**src/logic/cpam_pkg.sv**
```systemverilog
/*
  Package for the critical parameter alarm monitor: register map,
  field positions, reset values, carrier structs and state encoding.
  Assumes a 32-bit APB slave and one 50 MHz system clock.
*/
package cpam_pkg;

  // ==========================================================
  // Register map (byte addresses)
  // ==========================================================
  localparam logic [7:0] CPAM_REG_CTRL = 8'h00;
  localparam logic [7:0] CPAM_REG_LOW_V = 8'h04;
  localparam logic [7:0] CPAM_REG_MAX_I = 8'h08;
  localparam logic [7:0] CPAM_REG_MAX_V = 8'h0c;
  localparam logic [7:0] CPAM_REG_MAX_T = 8'h10;
  localparam logic [7:0] CPAM_REG_STATUS = 8'h14;
  localparam logic [7:0] CPAM_REG_MEAS_V = 8'h18;
  localparam logic [7:0] CPAM_REG_MEAS_I = 8'h1c;
  localparam logic [7:0] CPAM_REG_MEAS_T = 8'h20;

  // ==========================================================
  // Control register field positions
  // ==========================================================
  localparam int CPAM_CTRL_LOWV_EN = 0;
  localparam int CPAM_CTRL_DRV_OVH_EN = 1;
  localparam int CPAM_CTRL_HB_FAULT_EN = 2;
  localparam int CPAM_CTRL_SWAP_EN = 3;
  localparam int CPAM_CTRL_STICKY = 4;
  localparam int CPAM_CTRL_LINK_RCV_EN = 5;
  localparam int CPAM_CTRL_W = 6;

  // Status register field positions (cause bits 0..6)
  localparam int CPAM_ST_ALARM = 8;
  localparam int CPAM_ST_RECONNECT = 9;
  localparam int CPAM_NCAUSE = 7;

  // ==========================================================
  // Reset values
  // ==========================================================
  localparam logic [5:0] CPAM_CTRL_RST = 6'h0e;
  localparam logic [15:0] CPAM_LOW_V_RST = 16'h0000;
  localparam logic [15:0] CPAM_MAX_I_RST = 16'hffff;
  localparam logic [15:0] CPAM_MAX_V_RST = 16'hffff;
  localparam logic [15:0] CPAM_MAX_T_RST = 16'h7fff;

  // ==========================================================
  // Link watchdog timing
  // ==========================================================
  localparam int CPAM_CLK_HZ = 50000000;
  localparam int CPAM_LINK_TIMEOUT_MS = 100;
  localparam int CPAM_LINK_TIMEOUT_CYC = CPAM_CLK_HZ / 1000 * CPAM_LINK_TIMEOUT_MS;
  localparam int CPAM_RECONNECT_MS = 10;
  localparam int CPAM_RECONNECT_CYC = CPAM_CLK_HZ / 1000 * CPAM_RECONNECT_MS;

  // ==========================================================
  // Carriers and states
  // ==========================================================
  typedef struct packed {
    logic [15:0] volt;  // Supply voltage, 10 mV units
    logic [15:0] curr;  // Supply current, mA
    logic [15:0] temp;  // Processor temperature, 0.1 degC signed
  } cpam_meas_s;

  typedef struct packed {
    logic drv_overheat;  // Driver near critical temperature
    logic drv_fault;     // Power stage fault
    logic limit_swap;    // Wrong limit switch for direction
  } cpam_drv_s;

  typedef enum logic [1:0] {
    CPAM_RUN = 2'b01,
    CPAM_ALARM = 2'b10
  } cpam_state_e;

endpackage : cpam_pkg

```
**src/logic/cpam_monitor.sv**
```systemverilog
/*
  Critical parameter alarm monitor: APB register file, limit checks on
  each measurement sample, driver fault inputs, alarm state and motor
  shutdown outputs. Assumes measurements arrive with a one-cycle
  sample strobe and that the STOP command arrives as a one-cycle pulse.
*/
// Contract
// - Any out-of-range current, voltage or temperature halts motion, de-energizes, alarms.
// - Alarm leaves only when values are normal and STOP arrives.
// - Same limit checks for stepper and DC motor types.
// - Undervoltage threshold in 10 mV, checked only when its enable is set.
// - Trip when supply current exceeds the mA maximum.
// - Trip when supply voltage exceeds the 10 mV maximum.
// - Trip when processor temperature exceeds the 0.1 degC maximum.
// - Driver overheat warning alarms when its enable is set.
// - Power stage fault alarms when its enable is set.
// - Limit switch against travel direction alarms when its enable is set.
// - Sticky flag latches cause indicators; otherwise they follow the cause.
// - Link-loss recovery unit runs only while its enable is set.
// - Alarm entry drops winding current at once, no ramp.
// - Alarm blocks motion, rejects moves, shows readable alarm flag.
`timescale 1ns/1ps
`default_nettype none

module cpam_monitor
  import cpam_pkg::*;
(
  input wire logic mclk,
  input wire logic rst,
  input wire logic psel,
  input wire logic penable,
  input wire logic pwrite,
  input wire logic [7:0] paddr,
  input wire logic [31:0] pwdata,
  output logic [31:0] prdata,
  output logic pready,
  output logic pslverr,
  input wire logic motor_is_dc,
  input wire logic sample_valid,
  input wire cpam_meas_s meas,
  input wire cpam_drv_s drv,
  input wire logic stop_cmd,
  input wire logic move_req,
  input wire logic link_activity,
  output logic move_accept,
  output logic motion_halt,
  output logic winding_off,
  output logic ramp_bypass,
  output logic alarm,
  output logic link_reconnect
);

  // ==========================================================
  // Functions
  // ==========================================================
  // Unsigned exceed test, shared by the voltage and current maximum limits
  function automatic logic over_u(input logic [15:0] v, input logic [15:0] lim);
    over_u = v > lim;
  endfunction : over_u

  function automatic logic hit(input logic [7:0] a, input logic [7:0] r);
    hit = a == r;
  endfunction : hit

  // ==========================================================
  // Registers
  // ==========================================================
  logic [CPAM_CTRL_W-1:0] ctrl;
  logic [15:0] low_v;
  logic [15:0] max_i;
  logic [15:0] max_v;
  logic [15:0] max_t;
  cpam_meas_s meas_q;
  logic [CPAM_NCAUSE-1:0] cause;
  cpam_state_e state;
  logic [CPAM_CTRL_W-1:0] next_ctrl;
  logic [15:0] next_low_v;
  logic [15:0] next_max_i;
  logic [15:0] next_max_v;
  logic [15:0] next_max_t;
  cpam_meas_s next_meas_q;
  logic [CPAM_NCAUSE-1:0] next_cause;
  cpam_state_e next_state;
  logic [31:0] next_prdata;
  logic next_pready;
  logic next_pslverr;
  logic [CPAM_NCAUSE-1:0] live;
  logic trip;
  logic wr_en;
  logic map_hit;
  logic reconnect_w;

  assign wr_en = psel && penable && pwrite && pready;
  assign map_hit = hit(paddr, CPAM_REG_CTRL) || hit(paddr, CPAM_REG_LOW_V)
    || hit(paddr, CPAM_REG_MAX_I) || hit(paddr, CPAM_REG_MAX_V)
    || hit(paddr, CPAM_REG_MAX_T) || hit(paddr, CPAM_REG_STATUS)
    || hit(paddr, CPAM_REG_MEAS_V) || hit(paddr, CPAM_REG_MEAS_I)
    || hit(paddr, CPAM_REG_MEAS_T);

  // ==========================================================
  // Live cause detection
  // ==========================================================
  // motor type unused
  // Motor type deliberately never enters these terms
  always_comb
  begin
    live = '0;
    live[0] = ctrl[CPAM_CTRL_LOWV_EN] && (meas_q.volt < low_v);
    live[1] = over_u(meas_q.volt, max_v);
    live[2] = over_u(meas_q.curr, max_i);
    live[3] = $signed(meas_q.temp) > $signed(max_t);
    live[4] = ctrl[CPAM_CTRL_DRV_OVH_EN] && drv.drv_overheat;
    live[5] = ctrl[CPAM_CTRL_HB_FAULT_EN] && drv.drv_fault;
    live[6] = ctrl[CPAM_CTRL_SWAP_EN] && drv.limit_swap;
  end

  assign trip = |live;

  // ==========================================================
  // Sample capture, causes and alarm state
  // ==========================================================
  always_comb
  begin
    next_meas_q = meas_q;
    next_cause = cause;
    next_state = state;
    if (sample_valid)
    begin
      next_meas_q = meas;
    end
    if (ctrl[CPAM_CTRL_STICKY])
    begin
      // Set wins: a live cause is never lost by the STOP clear
      if (stop_cmd)
      begin
        next_cause = live;
      end
      else
      begin
        next_cause = cause | live;
      end
    end
    else
    begin
      next_cause = live;
    end
    unique case (state)
      CPAM_RUN:
      begin
        if (trip)
        begin
          next_state = CPAM_ALARM;
        end
      end
      CPAM_ALARM:
      begin
        if (stop_cmd && !trip)
        begin
          next_state = CPAM_RUN;
        end
      end
      default:
      begin
        next_state = CPAM_ALARM;
      end
    endcase
  end

  // ==========================================================
  // Configuration writes
  // ==========================================================
  always_comb
  begin
    next_ctrl = ctrl;
    next_low_v = low_v;
    next_max_i = max_i;
    next_max_v = max_v;
    next_max_t = max_t;
    if (wr_en)
    begin
      if (hit(paddr, CPAM_REG_CTRL)) next_ctrl = pwdata[CPAM_CTRL_W-1:0];
      if (hit(paddr, CPAM_REG_LOW_V)) next_low_v = pwdata[15:0];
      if (hit(paddr, CPAM_REG_MAX_I)) next_max_i = pwdata[15:0];
      if (hit(paddr, CPAM_REG_MAX_V)) next_max_v = pwdata[15:0];
      if (hit(paddr, CPAM_REG_MAX_T)) next_max_t = pwdata[15:0];
    end
  end

  // ==========================================================
  // APB answer: one wait state, so every access takes three cycles
  // ==========================================================
  always_comb
  begin
    next_pready = psel && penable && !pready;
    next_pslverr = psel && penable && !pready && !map_hit;
    next_prdata = '0;
    if (psel && penable && !pready && !pwrite)
    begin
      unique case (paddr)
        CPAM_REG_CTRL: next_prdata = {26'h0, ctrl};
        CPAM_REG_LOW_V: next_prdata = {16'h0, low_v};
        CPAM_REG_MAX_I: next_prdata = {16'h0, max_i};
        CPAM_REG_MAX_V: next_prdata = {16'h0, max_v};
        CPAM_REG_MAX_T: next_prdata = {16'h0, max_t};
        CPAM_REG_STATUS: next_prdata = {22'h0, link_reconnect, alarm, 1'b0, cause};
        CPAM_REG_MEAS_V: next_prdata = {16'h0, meas_q.volt};
        CPAM_REG_MEAS_I: next_prdata = {16'h0, meas_q.curr};
        CPAM_REG_MEAS_T: next_prdata = {16'h0, meas_q.temp};
        default: next_prdata = '0;
      endcase
    end
  end

  // ==========================================================
  // State registers and registered outputs
  // ==========================================================
  always_ff @(posedge mclk or posedge rst)
  begin
    if (rst)
    begin
      ctrl <= CPAM_CTRL_RST;
      low_v <= CPAM_LOW_V_RST;
      max_i <= CPAM_MAX_I_RST;
      max_v <= CPAM_MAX_V_RST;
      max_t <= CPAM_MAX_T_RST;
      meas_q <= '0;
      cause <= '0;
      state <= CPAM_RUN;
      prdata <= '0;
      pready <= 1'b0;
      pslverr <= 1'b0;
      alarm <= 1'b0;
      motion_halt <= 1'b0;
      winding_off <= 1'b0;
      ramp_bypass <= 1'b0;
      move_accept <= 1'b0;
      link_reconnect <= 1'b0;
    end
    else
    begin
      ctrl <= next_ctrl;
      low_v <= next_low_v;
      max_i <= next_max_i;
      max_v <= next_max_v;
      max_t <= next_max_t;
      meas_q <= next_meas_q;
      cause <= next_cause;
      state <= next_state;
      prdata <= next_prdata;
      pready <= next_pready;
      pslverr <= next_pslverr;
      alarm <= next_state == CPAM_ALARM;
      motion_halt <= next_state == CPAM_ALARM;
      winding_off <= next_state == CPAM_ALARM;
      ramp_bypass <= next_state == CPAM_ALARM;
      move_accept <= move_req && next_state == CPAM_RUN;
      link_reconnect <= reconnect_w;
    end
  end

  // ==========================================================
  // Link-loss recovery unit
  // ==========================================================
  // enable gates unit
  cpam_link_watch u_link
  (
    .mclk(mclk),
    .rst(rst),
    .enable(ctrl[CPAM_CTRL_LINK_RCV_EN]),
    .link_activity(link_activity),
    .reconnect(reconnect_w)
  );

  // ==========================================================
  // Assertions
  // ==========================================================
  property p_trip_alarm;
    @(posedge mclk) disable iff (rst) trip |=> alarm && winding_off && motion_halt;
  endproperty
  a_trip_alarm: assert property (p_trip_alarm) else $error("trip did not alarm");

  property p_exit;
    @(posedge mclk) disable iff (rst) $fell(alarm) |-> $past(stop_cmd) && !$past(trip);
  endproperty
  a_exit: assert property (p_exit) else $error("alarm left without stop");

  property p_lowv;
    @(posedge mclk) disable iff (rst) !ctrl[CPAM_CTRL_LOWV_EN] && !cause[0] |=> !cause[0];
  endproperty
  a_lowv: assert property (p_lowv) else $error("undervoltage while disabled");

  property p_overi;
    @(posedge mclk) disable iff (rst) meas_q.curr > max_i |=> alarm;
  endproperty
  a_overi: assert property (p_overi) else $error("overcurrent missed");

  property p_overv;
    @(posedge mclk) disable iff (rst) meas_q.volt > max_v |=> alarm && cause[1];
  endproperty
  a_overv: assert property (p_overv) else $error("overvoltage missed");

  property p_follow;
    @(posedge mclk) disable iff (rst) !ctrl[CPAM_CTRL_STICKY] |=> cause == $past(live);
  endproperty
  a_follow: assert property (p_follow) else $error("cause not following");

  property p_link_off;
    @(posedge mclk) disable iff (rst) !ctrl[CPAM_CTRL_LINK_RCV_EN] [*2] |=> !link_reconnect;
  endproperty
  a_link_off: assert property (p_link_off) else $error("reconnect while disabled");

  property p_no_move;
    @(posedge mclk) disable iff (rst) alarm ##1 alarm |-> !move_accept;
  endproperty
  a_no_move: assert property (p_no_move) else $error("move accepted in alarm");

endmodule : cpam_monitor

`default_nettype wire

```
**src/logic/cpam_link_watch.sv**
```systemverilog
/*
  Link-loss watchdog: counts idle cycles since the last link activity
  and, when enabled, pulses a reconnect request window.
  Assumes link_activity is a synchronous one-cycle pulse per packet.
*/
`timescale 1ns/1ps
`default_nettype none

module cpam_link_watch
  import cpam_pkg::*;
#(
  parameter int TIMEOUT_CYC = CPAM_LINK_TIMEOUT_CYC,
  parameter int RECONNECT_CYC = CPAM_RECONNECT_CYC
)
(
  input wire logic mclk,
  input wire logic rst,
  input wire logic enable,
  input wire logic link_activity,
  output logic reconnect
);

  logic [31:0] cnt;
  logic [31:0] next_cnt;
  logic next_reconnect;

  // ==========================================================
  // Idle counter and reconnect window
  // ==========================================================
  // Disabled unit is held idle so it never asserts reconnect
  always_comb
  begin
    next_cnt = cnt;
    next_reconnect = reconnect;
    if (!enable || link_activity)
    begin
      next_cnt = '0;
      next_reconnect = 1'b0;
    end
    else if (reconnect)
    begin
      // Hold the bus-reset window, then restart the idle count
      if (cnt >= 32'(RECONNECT_CYC - 1))
      begin
        next_cnt = '0;
        next_reconnect = 1'b0;
      end
      else
      begin
        next_cnt = cnt + 32'd1;
      end
    end
    else if (cnt >= 32'(TIMEOUT_CYC - 1))
    begin
      next_cnt = '0;
      next_reconnect = 1'b1;
    end
    else
    begin
      next_cnt = cnt + 32'd1;
    end
  end

  always_ff @(posedge mclk or posedge rst)
  begin
    if (rst)
    begin
      cnt <= '0;
      reconnect <= 1'b0;
    end
    else
    begin
      cnt <= next_cnt;
      reconnect <= next_reconnect;
    end
  end

endmodule : cpam_link_watch

`default_nettype wire

```
**config.mk**
```make
export PLATFORM = sky130hd
export DESIGN_NAME = cpam_monitor
export DESIGN_NICKNAME = d
export VERILOG_FILES = /design/src/logic/cpam_pkg.sv /design/src/logic/cpam_monitor.sv /design/src/logic/cpam_link_watch.sv
export SDC_FILE = /design/constraint.sdc
export NUM_CORES = 1
export LEC_CHECK = 0
export ABC_CLOCK_PERIOD_IN_PS = 11200
export BUFFER_PORTS_ARGS = -buffer_cell sky130_fd_sc_hd__buf_2
export CORE_UTILIZATION = 60
export DETAILED_ROUTE_END_ITERATION = 8
export PLACE_DENSITY = 0.85
export SYNTH_ARGS = -nofsm -noshare
export SYNTH_HDL_FRONTEND = slang
export SYNTH_SLANG_ARGS = --single-unit
export TNS_END_PERCENT = 1
```
**constraint.sdc**
```tcl
create_clock -name mclk -period 11.2 [get_ports mclk]
set_input_delay 0.56 -clock mclk [delete_from_list [all_inputs] [get_ports mclk]]
set_output_delay 0.56 -clock mclk [all_outputs]
set_load 0.02 [all_outputs]
```
; Yosys cells after proc, flatten, opt, wreduce, memory -nomap -nowiden
; Cells that the tools add are included.
[totals]
out_inout_bits = 40
word_cells = 86
in_bits = 101
reg_bits = 197
[classes]
addsub = 1
bitwise = 1
n_mux = 15
reduce_logical = 33
n_eq_ne = 12
magnitude_cmp = 6
[op_table]
columns = cell, count
row1 = one-hot mux 16 bit (9 select lines), 1
row2 = 2-to-1 mux 32 bit, 4
row3 = > comparator 16 bit, 3
row4 = "adder 32 x 1 -> 32 bit, second input constant", 1
row5 = "equality test 8 x 5 -> 1 bit, second input constant", 4
row6 = ">= comparator 32 x 19 -> 1 bit, second input constant", 1
row7 = ">= comparator 32 x 23 -> 1 bit, second input constant", 1
row8 = "equality test 8 x 4 -> 1 bit, second input constant", 2
row9 = less-than comparator 16 bit, 1
row10 = 2-to-1 mux 16 bit, 1
row11 = 2-to-1 mux 7 bit, 2
row12 = logical AND 1 bit, 12
row13 = AND reduction 2 bit, 5
row14 = logical OR 1 bit, 9
row15 = "equality test 8 x 3 -> 1 bit, second input constant", 1
row16 = "equality test 8 x 6 -> 1 bit, second input constant", 1
row17 = zero test 8 bit, 1
row18 = bitwise OR 7 bit, 1
row19 = OR reduction 7 bit, 1
row20 = zero test 1 bit, 5
row21 = "equality test 2 x 1 -> 1 bit, second input constant", 2
row22 = "equality test 2 bit, second input constant", 2
row23 = 2-to-1 mux 1 bit, 4
row24 = 2-to-1 mux 2 bit, 2
row25 = one-hot mux 2 bit (2 select lines), 1

; Logic depth before layout (Yosys ltp)
[depth]
ltp_word = 11
depth_mapped = 10
depth_no_buf = 10

; Cells and area by module
; Synthesis repeated with hierarchy kept, for this count alone.
[unflattened]
cells_unflattened = 878
area_unflattened_um2 = 9525.4
[by_module_without_submodules]
columns = module, area_per_inst_um2, n_inst, cells_each
row1 = cpam_monitor, 7965.1, 1, 726
row2 = cpam_link_watch, 1560.2, 1, 152

; Worst setup path after synthesis
; OpenSTA, ideal clock, no wires.
[synth_timing]
path_type = register to register
from = reg max_i[14]
to = reg move_accept
path_buffers = 0
path_stages_with_launch = 11
arrival_ns = 2.554
required_ns = 11.106
path_slack_ns = 8.552
path_cell_list = dfstp_2 -> inv_1 -> ha_1 -> a21oi_1 -> nand2_1 -> a221o_1 -> o31a_1 -> nor3_2 -> nand3_1 -> a221o_1 -> a211oi_1
[synth_between]
elab_chain_len = 8
[synth_rtl]
columns = item, line_no
row1 = from (decl), cpam_monitor.sv:70  ; logic [15:0] max_i;
row2 = from (signal assigned), cpam_monitor.sv:243  ; max_i <= next_max_i;
row3 = > comparator 16 bit (*), cpam_monitor.sv:58  ; over_u = v > lim;
row4 = OR reduction 7 bit (*), cpam_monitor.sv:117  ; assign trip = |live;
row5 = zero test 1 bit, cpam_monitor.sv:157  ; if (stop_cmd && !trip)
row6 = logical AND 1 bit, cpam_monitor.sv:157
row7 = 2-to-1 mux 2 bit, cpam_monitor.sv:157
row8 = one-hot mux 2 bit (2 select lines) (*), cpam_monitor.sv:147  ; unique case (state)
row9 = equality test 2 x 1 -> 1 bit (*), cpam_monitor.sv:256  ; move_accept <= move_req && next_state == CPAM_RUN;
row10 = logical AND 1 bit (*), cpam_monitor.sv:256
row11 = to (signal assigned), cpam_monitor.sv:236  ; move_accept <= 1'b0;
row12 = to (signal assigned), cpam_monitor.sv:256
row13 = to (decl), cpam_monitor.sv:45  ; output logic move_accept,
; Every way passes the cells marked *; elsewhere a longest branch is shown, timed or not.
; A chain may end at the register's enable or synchronous reset.

; Worst setup path after layout
[layout_timing]
from = in paddr[1]
to = reg prdata[9]
[layout_between]
elab_chain_len = 3
[layout_rtl]
columns = item, line_no
row1 = from (decl), cpam_monitor.sv:33  ; input wire logic [7:0] paddr,
row2 = "equality test 8 x 6 -> 1 bit, or another cell as far along", cpam_monitor.sv:199  ; unique case (paddr)
row3 = one-hot mux 16 bit (9 select lines) (*), cpam_monitor.sv:199
row4 = 2-to-1 mux 16 bit (*), cpam_monitor.sv:197  ; if (psel && penable && !pready && !pwrite)
row5 = net next_prdata[9], cpam_monitor.sv:84  ; logic [31:0] next_prdata;
row6 = to (signal assigned), cpam_monitor.sv:249  ; prdata <= next_prdata;
row7 = to (decl), cpam_monitor.sv:35  ; output logic [31:0] prdata,
; The timed path passes the listed nets; every way through them passes the cells marked *.

==> impl_metrics.toml <==
[layout]
final_layout_size_suffix_gt1_share_pct = 33.4
fin_nets = 1103
fillers = 1080
syn_to_final_growth_pct = 13.9

[timing]
max_slew_margin_pct = 13.3
drv_slew = 0
worst_pin_slew_ns = 1.29
setup_viol = 0
rsz0062_at_grt = "false"
clock.fmax_ghz = 0.311
finalCritPeriodShare_pct = 28.7
setup_tns_ns = 0
period_needed_ns = 3.22
fin_ws_ns = 7.98
finalHoldViolCount = 0
fin_worst_skew_ns = 0.00747

[cts]
clk_pin_slew_ns = 0.07
post_cts_resized = 0
cts_max_path_buffers = 2
cts_setup_buffers = 0
cts_sinks = 181
numCtsBuffers = 17
cts_tree = "done"
clk_latency_ns = 0.44
clockRootBuffer = "clkbuf_16"
htree_levels = 4
ctsHoldBuffers = 0

[synth]
yosysUniqueCellTypes = 59
syn_inst = 822
synth_compound_area_share_pct = 11.8
synth_area_sq_um = 9400
syn_avg_cell_area_sq_um = 11.4
synth_top_family_by_area = "multiplexers"
synth-seq-cells = 181
yosys.area.top_type = "dfrtp_1"
synthTopCellsByArea = "dfrtp_1 35%, dfstp_2 14%, mux2_2 14%, ha_1 8.8%, inv_1 2.8%"
synthMuxAreaShare_pct = 13.8
ys_warn_count = 0
async_reset_ff_share_pct = 100
synth-xor-area-share_pct = 1.86
ys.flop_type = "dfrtp_1"
synthAdderAreaFrac_pct = 8.79
yosysSeqAreaShare_pct = 48.9
synth-simple-area-share_pct = 9.45
synth_top_area_share_pct = 34.6
synth-edff-count = 0

[floorplanning]
num_rows = 45
coreArea_sq_um = 15300
die-area_sq_um = 16200
die_height_um = 127
die_x_um = 127
pin_count = 141
start_util_pct = 61.6

[route]
ant_nets = 0
first_pass_iters = 6
viasPerCell = 6.02
first_iter_violations = 500
post_drt_wl_per_cell_um = 19.2
wl_um = 22300
top_layer_used = "met4"
vias = 6994
dr_wl_met3_um = 1470
drc_errors = 0
wl_met2_um = 10400
wl_met1_um = 9570

[worst_hold_path]
min_from = "meas[0]"
min_to = "meas_q[0]"
hp-class = "input port to flop"
hold_depth = 3

[run]
maxCapViolations = 0

[setup_path]
path_cells = "buf_2, or4_4, nor4_4, a21oi_1, or4_1, a41oi_1"
ff2ff_path_depth = 10
critPathCaptureType = "flop"
required_ns = 11.52
crit_slowest_cell = "nor4_4"
path_max_fanout = 17
start_kind = "input port"
path_class = "input port to flop"
reg2reg_from = "max_t[13]"
arrival_ns = 3.54
r2r_slack_ns = 8.04
r2r-end = "alarm"
max_stage_delay_ns = 0.93

[grt]
grt_usage_pct = 29.5
grt_pass1_vias = 7070
antenna_found_initial = 1
grt_max_degree = 116
gr-total-overflow = 0
grt_pass1_wl_um = 36000

[placed_design]
hpwl_um = 15900
pre_cts_ws_ns = 7.65
gp_congestion = 0.914
io_buffer_count = 107

[run_status]
outcome = "finished, final reports clean"

[power_and_ir_drop]
p_per_area_nw_per_um2 = 139
power.leakage_nw = 4.67
ir_worst_vdd_mv = 0.120
[placed cells by master (no fill, tap or decap), types with 4 or more instances in the layout]
cell type	count
nand4_1	14
nand3_1	16
nor3_1	7
buf_4	7
nor2_1	43
xor2_1	15
clkbuf_16	17
a22o_1	12
and4_1	5
xnor2_1	5
a222oi_1	11
a221oi_1	5
nor2b_1	6
nor4_1	5
inv_1	69
dfrtp_1	130
a211oi_1	4
a22oi_1	33
a21o_1	9
conb_1	25
and2_1	8
a31oi_1	12
o21ai_0	9
mux2_2	114
dfstp_2	51
nand2_1	49
buf_2	107
ha_1	66
a21oi_1	30
[routing by layer]
layer  GRT usage, %  up-vias
met4           16.0        0
met1           39.1     3439
met3           4.65       70
li1               -     3176
met2           46.9      309
met5              0        -
[per-stage QoR]
step | util (%) | area (sq um) | std cells | hold WS (ns) | total power [mW]
after CTS | 70.2 | 10700 | 1160 | 0.320 | 1.49
after global routing | 70.2 | 10700 | 1161 | 0.350 | 1.54
final | 70.2 | 10700 | 1161 | 0.326 | 1.48
after detailed placement | 66.3 | 10100 | 1128 | 0.411 | 0.887
after global placement | 66.3 | 10100 | 1128 | 0.418 | 0.878
after floorplan | - | 9490 | 846 | 0.388 | 0.833
[critical path: cells and delay by family]
kind	cells	cell delay (ns)
compound gates	2	0.54
buf+inv	1	0.12
simple gates	3	2.31
[kinds of logic (layout without fill, tap and decap cells)]
group	after synthesis	after routing
flops	181	181
simple gates	173	173
compound gates	153	153
mux	115	115
buf+inv	113	216
fa+ha+maj	66	66
xor+xnor	20	20
other cells	1	26
[worst max-delay path by stage]
stage               startpoint         to  slack (ns)  cells after the start
floorplan                  rst      alarm        5.81                      1
detailed placement    paddr[1]  prdata[6]        7.65                      6
global route         max_t[13]      alarm        7.85                     10
finish                paddr[1]  prdata[9]        7.98                      6
global placement      paddr[1]  prdata[9]        7.68                      6
CTS                   paddr[1]  prdata[6]        8.06                      6
[cell usage after synthesis, types with 2 or more instances]
master	n
nor3b_1	3
and3_1	3
o211ai_1	3
a211oi_1	4
nor2b_1	6
a41oi_1	3
a221o_1	3
nand4_1	14
buf_4	19
nand2_1	49
a221oi_1	5
ha_1	66
a211o_1	3
o31a_1	3
dfstp_2	51
nand2b_1	3
nand3_1	16
nor3_1	7
nor4_2	2
and2_1	8
a21o_1	9
a31oi_1	12
nor3_2	2
a21oi_1	30
nor4_1	5
buf_2	2
nor2_1	43
dfrtp_1	130
inv_1	70
a222oi_1	11
o21ai_0	9
a22oi_1	33
mux2_2	114
a22o_1	12
xnor2_1	5
clkbuf_1	21
and4_1	5
xor2_1	15
a21boi_0	3
[where the power goes]
part	internal [mW]	switching, mW	total [mW]
clock network	0.351	0.254	0.606
logic	0.0723	0.0967	0.169
registers	0.681	0.0283	0.710
total	1.10	0.379	1.48
[state kept, by name, indices dropped and copies added, names as in the netlist]
name	flops
pready	1
prdata	16
state	2
meas_q	48
pslverr	1
max_v	16
ctrl	6
link_reconnect	1
u_link.cnt	32
low_v	16
max_t	16
move_accept	1
max_i	16
u_link.reconnect	1
cause	7
alarm	1
[cell type report]
class,instances,area [sq um],share of cell area (%)
Antenna cell,1,2.50,0.0234
Clock buffer,20,437,4.08
Multi-Input combinational cell,552,4400,41.1
Inverter,70,268,2.50
Timing Repair Buffer,114,588,5.49
Clock inverter,12,155,1.45
Sequential cell,181,4590,42.9
Tap cell,211,264,2.47
(Power assumes the default switching activity.)
